==> src/verilog/smsw_pkg.sv <==
package smsw_pkg;
    // ==========================================================
    // Register map
    localparam logic [3:0]  STATUS_ADDR      = 4'h0;
    localparam logic [3:0]  EXC_LEVEL_ADDR   = 4'h4;
    localparam logic [3:0]  MODE_OUT_ADDR    = 4'h8;
    localparam int          ADDR_W           = 4;
    // ==========================================================
    // Status field positions
    localparam int          SWIM_HI_POS      = 9;
    localparam int          SWIM_LO_POS      = 8;
    localparam int          KX_POS           = 7;
    localparam int          SX_POS           = 6;
    localparam int          UX_POS           = 5;
    localparam int          MODE_HI_POS      = 4;
    localparam int          MODE_LO_POS      = 3;
    localparam int          EXL_POS          = 1;
    localparam int          ERL_POS          = 0;
    // ==========================================================
    // Reset values (hardware-undefined fields reset to a fixed value here)
    localparam logic [1:0]  SWIM_RST         = 2'h0;
    localparam logic [1:0]  MODE_RST         = 2'h0;
    localparam logic [1:0]  LEVEL_RST        = 2'h0;
    // ==========================================================
    // Base mode encodings
    localparam logic [1:0]  MODE_KERNEL      = 2'h0;
    localparam logic [1:0]  MODE_SUPER       = 2'h1;
    localparam logic [1:0]  MODE_USER        = 2'h2;
    localparam logic [1:0]  MODE_RSVD        = 2'h3;
    typedef enum logic [1:0] {SMSW_KERNEL, SMSW_SUPER, SMSW_USER} smsw_mode_t;
endpackage

==> src/verilog/smsw_mode_dec.sv <==
`timescale 1ns/1ps
// ==========================================================
// Effective mode decode
module smsw_mode_dec #(
    parameter bit SUPER_IMPL = 1'b1
) (
    // Inputs
    input  wire logic [1:0]          i_base_mode_field,
    input  wire logic                i_exception_level_bit,
    input  wire logic                i_error_level_bit,
    // Outputs
    output smsw_pkg::smsw_mode_t     o_mode,
    output logic                     o_int_block
);
    import smsw_pkg::*;
    wire level_set = i_exception_level_bit | i_error_level_bit;
    wire user_base_bit = i_base_mode_field[1];
    // Reserved code 11 falls to user so an undefined write never raises privilege
    assign o_mode = level_set ? SMSW_KERNEL :
                    !SUPER_IMPL ? (user_base_bit ? SMSW_USER : SMSW_KERNEL) :
                    (i_base_mode_field == MODE_KERNEL) ? SMSW_KERNEL :
                    (i_base_mode_field == MODE_SUPER) ? SMSW_SUPER : SMSW_USER;
    assign o_int_block = level_set;
endmodule

==> src/verilog/smsw_status.sv <==
`timescale 1ns/1ps
// Behaviour
// - Status bits 9 and 8 are read/write software-interrupt masks, 1 enabling the request.
// - In external controller mode the masks stay writable but no longer gate interrupts.
// - Bits 7, 6 and 5 read as zero, ignore writes and reset to zero.
// - With supervisor mode, bits 4:3 form a read/write base-mode field.
// - Base-mode 00 is kernel, 01 supervisor and 10 user.
// - The two-bit field and the single user bit alias the same storage.
// - Without supervisor mode, bit 4 alone selects the base mode and is read/write.
// - The single user bit at 0 means kernel and at 1 means user.
// - Exception or error level forces kernel mode and blocks all interrupts.
module smsw_status #(
    parameter bit SUPER_IMPL = 1'b1
) (
    // Clock and reset
    input  wire logic                        i_core_clk,
    input  wire logic                        i_rst_n,
    // Wishbone slave
    input  wire logic                        i_wb_cyc,
    input  wire logic                        i_wb_stb,
    input  wire logic                        i_wb_we,
    input  wire logic [smsw_pkg::ADDR_W-1:0] i_wb_adr,
    input  wire logic [3:0]                  i_wb_sel,
    input  wire logic [31:0]                 i_wb_dat,
    output logic [31:0]                      o_wb_dat,
    output logic                             o_wb_ack,
    // Core side
    input  wire logic                        i_ext_int_ctrl_capability_flag,
    input  wire logic [1:0]                  i_soft_int_req,
    output logic [1:0]                       o_soft_int_pending,
    output logic [1:0]                       o_eff_mode,
    output logic                             o_int_block
);
    import smsw_pkg::*;

    // ==========================================================
    // Reset synchroniser
    logic rst_meta_ff;
    logic rst_sync_ff;
    always_ff @(posedge i_core_clk or negedge i_rst_n) begin
        if (!i_rst_n) begin
            rst_meta_ff <= 1'b0;
            rst_sync_ff <= 1'b0;
        end else begin
            rst_meta_ff <= 1'b1;
            rst_sync_ff <= rst_meta_ff;
        end
    end
    wire rst_n = rst_sync_ff;

    // ==========================================================
    // Bus decode
    logic       ack_ff;
    logic [31:0] rdat_ff;
    wire req      = i_wb_cyc & i_wb_stb & ~ack_ff;
    wire hit_stat = (i_wb_adr == STATUS_ADDR);
    wire hit_lvl  = (i_wb_adr == EXC_LEVEL_ADDR);
    wire hit_mode = (i_wb_adr == MODE_OUT_ADDR);
    wire wr_stat  = req & i_wb_we & hit_stat;
    wire wr_lvl   = req & i_wb_we & hit_lvl;
    // Fields below bit 8 sit in byte 0, masks in byte 1
    wire wr_b0    = i_wb_sel[0];
    wire wr_b1    = i_wb_sel[1];

    // ==========================================================
    // Storage
    logic [1:0] soft_interrupt_mask_ff;
    logic [1:0] base_mode_field_ff;
    logic [1:0] level_ff;
    logic [1:0] nxt_soft_interrupt_mask;
    logic [1:0] nxt_base_mode_field;
    logic [1:0] nxt_level;

    assign nxt_soft_interrupt_mask = (wr_stat & wr_b1) ?
        i_wb_dat[SWIM_HI_POS:SWIM_LO_POS] : soft_interrupt_mask_ff;
    // One storage pair; without supervisor mode the low bit is the reserved mode bit
    assign nxt_base_mode_field = !(wr_stat & wr_b0) ? base_mode_field_ff :
        SUPER_IMPL ? i_wb_dat[MODE_HI_POS:MODE_LO_POS] :
        {i_wb_dat[MODE_HI_POS], 1'b0};
    assign nxt_level = (wr_lvl & wr_b0) ?
        {i_wb_dat[EXL_POS], i_wb_dat[ERL_POS]} : level_ff;

    always_ff @(posedge i_core_clk or negedge rst_n) begin
        if (!rst_n) begin
            soft_interrupt_mask_ff <= SWIM_RST;
            base_mode_field_ff     <= MODE_RST;
            level_ff               <= LEVEL_RST;
        end else begin
            soft_interrupt_mask_ff <= nxt_soft_interrupt_mask;
            base_mode_field_ff     <= nxt_base_mode_field;
            level_ff               <= nxt_level;
        end
    end

    // ==========================================================
    // Effective mode, registered so a change applies from the next cycle
    smsw_mode_t mode_w;
    logic       block_w;
    smsw_mode_dec #(
        .SUPER_IMPL (SUPER_IMPL)
    ) u_dec (
        .i_base_mode_field     (base_mode_field_ff),
        .i_exception_level_bit (level_ff[1]),
        .i_error_level_bit     (level_ff[0]),
        .o_mode                (mode_w),
        .o_int_block           (block_w)
    );

    wire [1:0] swint_gate = (i_ext_int_ctrl_capability_flag | block_w) ? 2'h0 :
                            soft_interrupt_mask_ff;
    wire [1:0] nxt_pending = i_soft_int_req & swint_gate;

    logic [1:0] eff_mode_ff;
    logic [1:0] pending_ff;
    logic       block_ff;
    always_ff @(posedge i_core_clk or negedge rst_n) begin
        if (!rst_n) begin
            eff_mode_ff <= MODE_KERNEL;
            pending_ff  <= 2'h0;
            block_ff    <= 1'b0;
        end else begin
            eff_mode_ff <= mode_w;
            pending_ff  <= nxt_pending;
            block_ff    <= block_w;
        end
    end
    assign o_eff_mode         = eff_mode_ff;
    assign o_soft_int_pending = pending_ff;
    assign o_int_block        = block_ff;

    // ==========================================================
    // Read data; wide-space enables are never stored and read zero
    wire [31:0] stat_word = {22'h0, soft_interrupt_mask_ff,
                             3'h0,
                             base_mode_field_ff, 3'h0};
    wire [31:0] lvl_word  = {30'h0, level_ff};
    wire [31:0] mode_word = {30'h0, eff_mode_ff};
    // Unmapped addresses still ack with zero so the bus never hangs
    wire [31:0] rd_mux = hit_stat ? stat_word :
                         hit_lvl  ? lvl_word  :
                         hit_mode ? mode_word : 32'h0;

    always_ff @(posedge i_core_clk or negedge rst_n) begin
        if (!rst_n) begin
            ack_ff  <= 1'b0;
            rdat_ff <= 32'h0;
        end else begin
            ack_ff  <= req;
            rdat_ff <= req ? rd_mux : 32'h0;
        end
    end
    assign o_wb_ack = ack_ff;
    assign o_wb_dat = rdat_ff;
endmodule

==> config.mk <==
export PLATFORM = sky130hd
export DESIGN_NAME = smsw_status
export DESIGN_NICKNAME = d
export VERILOG_FILES = /design/src/verilog/smsw_pkg.sv /design/src/verilog/smsw_mode_dec.sv /design/src/verilog/smsw_status.sv
export SDC_FILE = /design/constraint.sdc
export NUM_CORES = 1
export LEC_CHECK = 0
export BUFFER_PORTS_ARGS = -buffer_cell sky130_fd_sc_hd__buf_4
export CORE_MARGIN = 2
export CORE_UTILIZATION = 38
export CTS_BUF_LIST = sky130_fd_sc_hd__clkbuf_8
export CTS_CLUSTER_DIAMETER = 150
export DETAILED_ROUTE_END_ITERATION = 6
export PLACE_DENSITY = 0.82
export SLEW_MARGIN = 20
export SYNTH_ARGS = -nofsm -noshare
export SYNTH_HDL_FRONTEND = slang
export SYNTH_SLANG_ARGS = --single-unit
==> constraint.sdc <==
create_clock -name i_core_clk -period 0.8 [get_ports i_core_clk]
set_input_delay 0.08 -clock i_core_clk [delete_from_list [all_inputs] [get_ports i_core_clk]]
set_output_delay 0.08 -clock i_core_clk [all_outputs]
set_load 0.05 [all_outputs]
# ---- Yosys cells after proc, flatten, opt, wreduce, memory -nomap -nowiden
# Index checks and enable logic that the tools add are counted.
dict set report op_classes {
  eq_ne 3
  n_mux 8
  n_bitwise 12
  reduce_logical 2
}
# operator n
set op_table {}
lappend op_table {{32-bit two-way mux} 1}
lappend op_table {{2-bit two-way mux} 6}
lappend op_table {{10-bit two-way mux} 1}
lappend op_table {{1-bit bitwise AND} 8}
lappend op_table {{4-bit by 3-bit == test with 1-bit output (second input constant)} 1}
lappend op_table {{4-bit == test (second input constant)} 1}
lappend op_table {{4-bit zero test} 1}
lappend op_table {{2-bit bitwise AND} 1}
lappend op_table {{2-bit by 1-bit == test with 1-bit output (second input constant)} 1}
lappend op_table {{2-bit zero test} 1}
lappend op_table {{1-bit bitwise OR} 2}
lappend op_table {{1-bit NOT} 1}
dict set report word_totals {
  reg_bits 46
}

# ---- Logic depth before layout (Yosys ltp)
# Gate-level depths: netlist (run 1).
dict set report logic_depth {
  word_depth 5
  depth_mapped 3
  mapped_depth_nobuf 3
}

# ---- Cells and area by module
# A second synthesis (run 1) with hierarchy kept.
dict set report hier_totals {
  hier_cells 81
  hier_area_um2 957.2
}
# module n_inst cells_each area_per_inst_um2
set by_module_without_submodules {}
lappend by_module_without_submodules {smsw_status 1 78 928.4}
lappend by_module_without_submodules {smsw_mode_dec 1 3 28.8}

# ---- Least setup slack after synthesis (run 1)
# No wires, ideal clock.
dict set report synth_timing {
  path_kind {flip-flop to flip-flop}
  startpoint {register ack_ff, in the netlist o_wb_ack}
  endpoint {register base_mode_field_ff[0]}
  setup_ps 128
  t_arrival_ps 1470
  required_ps 672
  path_slack_ps -798
  stages_incl_launch_ff 4
  n_path_buf 0
  cell_sequence {dfrtp_1 -> nand3b_2 -> nor3_2 -> mux2_1}
}
dict set report synth_between {
  elab_chain_len 5
}
# item line
set synth_lines {}
lappend synth_lines {{start, declared} smsw_status.sv:53} ;# logic ack_ff;
lappend synth_lines {{start signal, assigned} smsw_status.sv:148} ;# ack_ff <= req;
lappend synth_lines {{1-bit NOT} smsw_status.sv:55} ;# wire req = i_wb_cyc & i_wb_stb & ~ack_ff;
lappend synth_lines {{1-bit bitwise AND} smsw_status.sv:55}
lappend synth_lines {{1-bit bitwise AND (2 in series)} smsw_status.sv:59} ;# wire wr_stat = req & i_wb_we & hit_stat;
lappend synth_lines {{1-bit bitwise AND} smsw_status.sv:77} ;# assign nxt_base_mode_field = !(wr_stat & wr_b0) ? base_mode_field_ff :
lappend synth_lines {{end signal, assigned} smsw_status.sv:90} ;# base_mode_field_ff <= nxt_base_mode_field;
lappend synth_lines {{end, declared} smsw_status.sv:68} ;# logic [1:0] base_mode_field_ff;
# Every way passes these cells.
# A chain may end at the register's enable or synchronous reset.

# ---- Worst setup path in the final report (run 1)
# Ends and elaborated chain as after synthesis.

==> results.sh, run 1 <==
export IMPL_place_ws_ps=-704
export IMPL_fp_dieArea_sq_um=2920
export IMPL_internal_power_w=0.00192
export IMPL_numPortBuffers=31
export IMPL_drt_total_wl_mm=1.84
export IMPL_period_minus_slack_ps=1290
export IMPL_ys_warn_count=0
export IMPL_initial_antenna_violation_count=0
export IMPL_critPathArrivalTime_ps=1430
export IMPL_post_synth_inst_count=82
export IMPL_grtUsageMet1_pct=14.8
export IMPL_violations="negative setup slack"
export IMPL_crit_path_start_kind="flip-flop"
export IMPL_pwr_share_comb_pct=24.0
export IMPL_clock_sinks=20
export IMPL_critical_path_peak_fanout=6
export IMPL_insertion_delay_ps=260
export IMPL_worstReg2RegStart="o_wb_ack$_DFF_PN0_"
export IMPL_grt_use_met2_pct=23.8
export IMPL_violation_count_after_the_first_detailed_route_iteration=6
export IMPL_postRouteAntennaNets=0
export IMPL_skew_ps=2.24
export IMPL_status="finished, violations left"
export IMPL_min_delay_path_class="in -> reg"
export IMPL_critPathCaptureType="flip-flop"
export IMPL_critPathMaxStageDelay_ps=410
export IMPL_grt_max_degree=19
export IMPL_remaining_drc_errors=0
export IMPL_powerDensity_nw_per_um2=1930
export IMPL_final_setup_worst_slack_ps=-489
export IMPL_p_sw_share_pct=29.6
export IMPL_net_switching_power_figure_w=0.000807
export IMPL_cp_startpoint="o_wb_ack$_DFF_PN0_"
export IMPL_hold_sp="i_wb_dat[4]"
export IMPL_global_routing_s_busiest_layer="met2"
export IMPL_tritoncts_num_buffers=3
export IMPL_timing_fmax_ghz=0.776
export IMPL_vias=658
export IMPL_placer_congestion_estimate=0.743
export IMPL_cts_tree="built"
export IMPL_period_share_pct=161
export IMPL_timing_final_setup_violations=29
export IMPL_chipWidth_um=54.1
export IMPL_yosysSeqAreaShare_pct=52.6
export IMPL_track_usage_pct=13.5
export IMPL_final_std_cell_area_no_fill_sq_um=1410
export IMPL_timing_critical_path_slowest_stage_cell="dfrtp_2"
export IMPL_layout_filler_cells=193
export IMPL_root_buffer="clkbuf_8"
export IMPL_grt_pass1_vias=608
export IMPL_final_hold_vio_count=0
export IMPL_fin_nets=176
export IMPL_core_area_sq_um=2430
export IMPL_worst_hold_slack_ps=37.3
export IMPL_initial_core_util_pct=39.1
export IMPL_finish_utilization_pct=58.0
export IMPL_vias_per_cell=4.19
export IMPL_place_hpwl_mm=1.39
export IMPL_setup_repair_after_global_routing_missed_its_margin="true"
export IMPL_p_leak_nw=0.774
export IMPL_critical_path_required_ps=940
export IMPL_ys_types=20
export IMPL_route_detailed_wl_per_inst_um=11.7
export IMPL_htree_num_levels=1
export IMPL_netlist_area_pre_place_sq_um=952
export IMPL_clk_transition_reported_paths_ps=70
export IMPL_max_cap_violations=0
export IMPL_maxSlewViolCount=0
export IMPL_pin_count=86
export IMPL_grt_first_pass_wirelength_mm=2.71
export IMPL_layout_common_cells="conb_1, buf_4, dfrtp_1"
export IMPL_timing_setup_tns_ps=-6700
export IMPL_cell_by_cell_listing_of_the_critical_path="nand3b_4 > nor3_4 > mux2_1"
export IMPL_residual_overflow_from_global_routing=0
export IMPL_vdd_drop_max_mv=1.25
export IMPL_avgSynthCellArea_sq_um=11.6
export IMPL_drt_first_pass_iters=4
export IMPL_layout_area_overhead_vs_synth_pct=48.2
export IMPL_timing_setup_critical_path_class="reg -> reg"
export IMPL_insertedDiodeCount=0
export IMPL_floorplan_die_height_um=54.1
export IMPL_detailed_place_area_sq_um=1210
export IMPL_sequentialPowerShare_pct=39.8
export IMPL_row_cnt=18
export IMPL_proportion_of_layout_cells_with_a_drive_suffix_above_1_pct=48.0
export IMPL_max_clock_path_buffers=2
export IMPL_grt_util_met3_pct=3.06
export IMPL_synth_ff_latch_count=20
export IMPL_clockPowerShare_pct=36.2
flip-flops by register name (all words and copies together) (netlist names):
name and cells:
o_wb_dat 6, base_mode_field_ff 2, level_ff 2, o_eff_mode 2, o_soft_int_pending 2, soft_interrupt_mask_ff 2
o_int_block 1, o_wb_ack 1, rst_meta_ff 1, rst_n 1
layer usage:
layer  up-vias  routed length, um
li1        303                  -
met2        38                943
met1       313                698
met5         -                  0
met3         4                170
met4         0                 24
power by group through the flow:
stage	sequential, W	combinational (W)	clock, W
4_1_cts	0.00108	0.000633	0.00101
3_3_place_gp	0.00110	0.000585	0
3_5_place_dp	0.00110	0.000594	0
5_1_grt	0.00109	0.000691	0.00106
6_report	0.00109	0.000655	0.000987
2_1_floorplan	0.00118	0.000455	0
synthesized netlist by cell type, drive strengths merged:
library cell / n / share of area [%]
buf: 26 / 20
dfrtp: 20 / 53
mux2: 6 / 7.1
nor2: 5 / 2.0
nor3: 4 / 3.7
and2: 3 / 2.0
a22oi: 2 / 1.6
and3: 2 / 1.3
conb: 2 / 0.79
inv: 2 / 0.79
nand2: 2 / 0.79
and2b: 1 / 0.79
nand3b: 1 / 1.2
nor2b: 1 / 0.66
nor3b: 1 / 0.79
or2: 1 / 0.66
or3: 1 / 0.66
or4: 1 / 1.2
or4b: 1 / 1.1
critical path: cells and delay by family (launching register included):
family / cells / cell delay [ps]
multiplexers: 1 / 340
AND/OR/NAND/NOR: 2 / 430
flip-flops: 1 / 410
per-stage QoR:
| step | power, W | instances |
|---|---|---|
| after floorplan | 0.00163 | 107 |
| after global placement | 0.00168 | 147 |
| after detailed placement | 0.00169 | 147 |
| after CTS | 0.00273 | 154 |
| after global routing | 0.00284 | 157 |
| final | 0.00273 | 157 |
kinds of logic (layout without fill, tap and decap cells):
group / count (synthesis) / after routing / share of synthesized area [%]
buffers and inverters: 28 / 48 / 21.3
AOI/OAI and AO/OA: 2 / 2 / 1.58
and+or+nand+nor: 24 / 24 / 16.7
muxes: 6 / 6 / 7.10
DFF: 20 / 20 / 52.6
other: 2 / 27 / 0.789
area by class of cell:
class	count	area, sq um	share of cell area [%]
inverter	2	7.51	0.532
tap	30	37.5	2.66
multi-input combinational	59	419	29.7
timing repair buffer	42	374	26.5
clock buffer	3	41.3	2.93
clock inverter	1	30.0	2.13
sequential	20	502	35.5
worst paths after layout:
kind | to | slack, ps | depth (start not counted)
setup / recovery | base_mode_field_ff[0]$_DFFE_PN0P_ | -490 | 3
hold / removal | base_mode_field_ff[1]$_DFFE_PN0P_ | 40 | 2
setup reg to reg | base_mode_field_ff[0]$_DFFE_PN0P_ | -490 | 3
hold reg to reg | o_soft_int_pending[1]$_DFF_PN0_ | 190 | 1
max in group asynchronous | o_wb_ack$_DFF_PN0_ | 400 | 1
min in group asynchronous | rst_n$_DFF_PN0_ | 140 | 2
repair_timing:
| item | in CTS | in global routing |
|---|---|---|
| endpoints found under the setup margin | 29 | 30 |
| pin swaps | 1 | 2 |
| gates cloned | 0 | 0 |
| gates resized for setup | 16 | 5 |
| buffers inserted | 2 | 4 |
| hold buffers | 1 | 0 |
| hold endpoints to repair | 2 | 0 |
(Power assumes the default switching activity.)
==> run 2: changes to the inputs <==
--- a/config.mk
+++ b/config.mk
@@ -11,8 +11,9 @@
 export CTS_BUF_LIST = sky130_fd_sc_hd__clkbuf_8
 export CTS_CLUSTER_DIAMETER = 150
 export DETAILED_ROUTE_END_ITERATION = 6
-export PLACE_DENSITY = 0.82
+export PLACE_DENSITY = 0.81
 export SLEW_MARGIN = 20
 export SYNTH_ARGS = -nofsm -noshare
 export SYNTH_HDL_FRONTEND = slang
+export SYNTH_HIERARCHICAL = 1
 export SYNTH_SLANG_ARGS = --single-unit
==> run 2 against run 1 <==
Compared with the run above: clock power fell by 24%; final cell count shrank 0.64%; count of clock-buffer cells in the layout increased by 1; worst hold slack improved by 24 ps; critical path depth rose by 1; the flow still finishes with violations (negative setup slack); total power down 8.3%; via count rose by 0.61%; register-to-register slack lost 70 ps.
==> results.sh, run 2 <==
export IMPL_detailed_place_area_sq_um=1150
export IMPL_netlist_area_pre_place_sq_um=957
export IMPL_synth_largest_area_cell="dfrtp_1"
export IMPL_grt_first_pass_wirelength_mm=2.65
export IMPL_layout_common_cells="conb_1, buf_4, dfrtp_1"
export IMPL_internal_power_w=0.00170
export IMPL_post_synth_inst_count=81
export IMPL_residual_overflow_from_global_routing=0
export IMPL_max_clock_path_buffers=2
export IMPL_cp_startpoint="o_wb_ack$_DFF_PN0_"
export IMPL_place_hpwl_mm=1.41
export IMPL_period_minus_slack_ps=1360
export IMPL_final_setup_worst_slack_ps=-563
export IMPL_crit_path_start_kind="flip-flop"
export IMPL_grt_max_degree=19
export IMPL_chipWidth_um=54.2
export IMPL_route_detailed_wl_per_inst_um=12.9
export IMPL_critPathCaptureType="flip-flop"
export IMPL_tritoncts_num_buffers=3
export IMPL_proportion_of_layout_cells_with_a_drive_suffix_above_1_pct=50.8
export IMPL_critPathArrivalTime_ps=1500
export IMPL_fin_nets=175
export IMPL_synth_top_cell_area_share_pct=52.3
export IMPL_synth_edf_count=0
export IMPL_placer_congestion_estimate=0.796
export IMPL_drt_first_pass_iters=3
export IMPL_ys_types=19
export IMPL_violations="negative setup slack"
export IMPL_vias=662
export IMPL_timing_setup_tns_ps=-7520
export IMPL_final_std_cell_area_no_fill_sq_um=1410
export IMPL_htree_num_levels=1
export IMPL_skew_ps=1.39
export IMPL_initial_antenna_violation_count=0
export IMPL_final_instance_count_excl_fill=156
export IMPL_worst_r2r_setup_slack_ps=-560
export IMPL_worstReg2RegStart="o_wb_ack$_DFF_PN0_"
export IMPL_clockPowerShare_pct=29.9
export IMPL_violation_count_after_the_first_detailed_route_iteration=8
export IMPL_row_cnt=18
export IMPL_synth_most_common_cell="buf_4"
export IMPL_critical_path_peak_fanout=5
export IMPL_critical_path_required_ps=940
export IMPL_ys_warn_count=6
export IMPL_clock_sinks=20
export IMPL_flip_flop_count_of_the_largest_register_after_layout=6
export IMPL_floorplan_die_height_um=54.2
export IMPL_layout_cells_most_common="conb_1"
export IMPL_timing_final_setup_violations=28
export IMPL_track_usage_pct=13.0
export IMPL_netlist_top_cells_count="buf_4, dfrtp_1, mux2_1, and2_1, nor2_1"
export IMPL_cts_tree="built"
export IMPL_insertedDiodeCount=0
export IMPL_p_sw_share_pct=32.1
export IMPL_root_buffer="clkbuf_8"
export IMPL_avgSynthCellArea_sq_um=11.8
export IMPL_core_area_sq_um=2430
export IMPL_powerDensity_nw_per_um2=1780
export IMPL_max_cap_violations=0
export IMPL_hold_sp="i_wb_dat[9]"
export IMPL_status="finished, violations left"
export IMPL_drt_total_wl_mm=2.01
export IMPL_maxSlewViolCount=0
export IMPL_layout_filler_cells=178
export IMPL_vdd_drop_max_mv=1.04
export IMPL_async_reset_ff_share_pct=100
export IMPL_insertion_delay_ps=250
export IMPL_synth_flop_cell="dfrtp_1"
export IMPL_postRouteAntennaNets=0
export IMPL_remaining_drc_errors=0
export IMPL_dp_cells=144
export IMPL_p_leak_nw=0.746
export IMPL_worst_hold_slack_ps=61.1
export IMPL_numPortBuffers=31
export IMPL_synth_area_leaders="dfrtp_1, buf_4, mux2_1"
export IMPL_grt_pass1_vias=594
export IMPL_final_hold_vio_count=0
export IMPL_vias_per_cell=4.24
export IMPL_pwr_share_comb_pct=26.4
export IMPL_net_switching_power_figure_w=0.000802
export IMPL_clk_transition_reported_paths_ps=70
export IMPL_synth_ff_latch_count=20
export IMPL_finish_utilization_pct=57.8
export IMPL_min_delay_path_class="in -> reg"
export IMPL_timing_fmax_ghz=0.734
export IMPL_initial_core_util_pct=39.4
export IMPL_sequentialPowerShare_pct=43.7
export IMPL_pin_count=86
export IMPL_period_share_pct=170
export IMPL_setup_repair_after_global_routing_missed_its_margin="true"
export IMPL_yosysSeqAreaShare_pct=52.3
export IMPL_layout_area_overhead_vs_synth_pct=46.8
export IMPL_timing_setup_critical_path_class="reg -> reg"
export IMPL_fp_dieArea_sq_um=2940
-- run 2: critical path, cell delays in order, from the launching register on --
cell	delay [ps]
dfrtp_2	400
nand3b_1	170
buf_6	150
nor3_4	210
mux2_4	320
-- run 2: area by class of cell --
class                      count  area, sq um  share of cell area (%)
inverter                       1         3.75                   0.267
sequential                    20          502                    35.7
clock buffer                   4         55.1                    3.92
timing repair buffer          42          382                    27.2
tap                           30         37.5                    2.67
multi-input combinational     59          425                    30.3
-- run 2: cells by family after synthesis --
group           after synthesis  share of synthesized area [%]
buf+inv                      27                           20.8
simple gates                 24                           17.5
flops                        20                           52.3
mux                           6                           7.06
compound gates                2                           1.57
other cells                   2                          0.785
-- run 2: final timing paths --
path                                                              end  depth (start not counted)
min in group asynchronous                       rst_meta_ff$_DFF_PN0_                          2
max in group asynchronous                          o_wb_ack$_DFF_PN0_                          1
worst max-delay path                base_mode_field_ff[1]$_DFFE_PN0P_                          4
worst max register to register      base_mode_field_ff[1]$_DFFE_PN0P_                          4
worst min-delay path            soft_interrupt_mask_ff[1]$_DFFE_PN0P_                          2
worst min register to register      base_mode_field_ff[1]$_DFFE_PN0P_                          1
-- run 2: metrics by stage --
step | total power [W] | setup slack (ps)
after global routing | 0.00260 | -603
final | 0.00250 | -563
after detailed placement | 0.00166 | -691
after CTS | 0.00246 | -641
after floorplan | 0.00160 | -684
after global placement | 0.00164 | -647
-- run 2: per-layer routing --
| metal | up-vias | track usage (%) | wire [um] |
|---|---|---|---|
| met4 | 0 | 6.25 | 28 |
| met3 | 4 | 2.50 | 157 |
| met1 | 319 | 12.5 | 711 |
| met2 | 37 | 25.5 | 1110 |
| met5 | - | 0 | 0 |
| li1 | 302 | - | - |
-- run 2: timing repair --
action                                 CTS  global route
pin swaps                                4             5
hold buffers                             1             0
gates resized for setup                 19            16
setup endpoints to repair               29            30
endpoints found under the hold margin    2             0
setup buffers                            4             3
-- run 2: power groups by stage --
stage	Combinational (W)	Clock (W)	Sequential (W)
final	0.000660	0.000749	0.00109
after detailed placement	0.000554	0	0.00110
after global placement	0.000544	0	0.00110
after global routing	0.000693	0.000814	0.00110
after CTS	0.000604	0.000770	0.00109
after floorplan	0.000421	0	0.00118
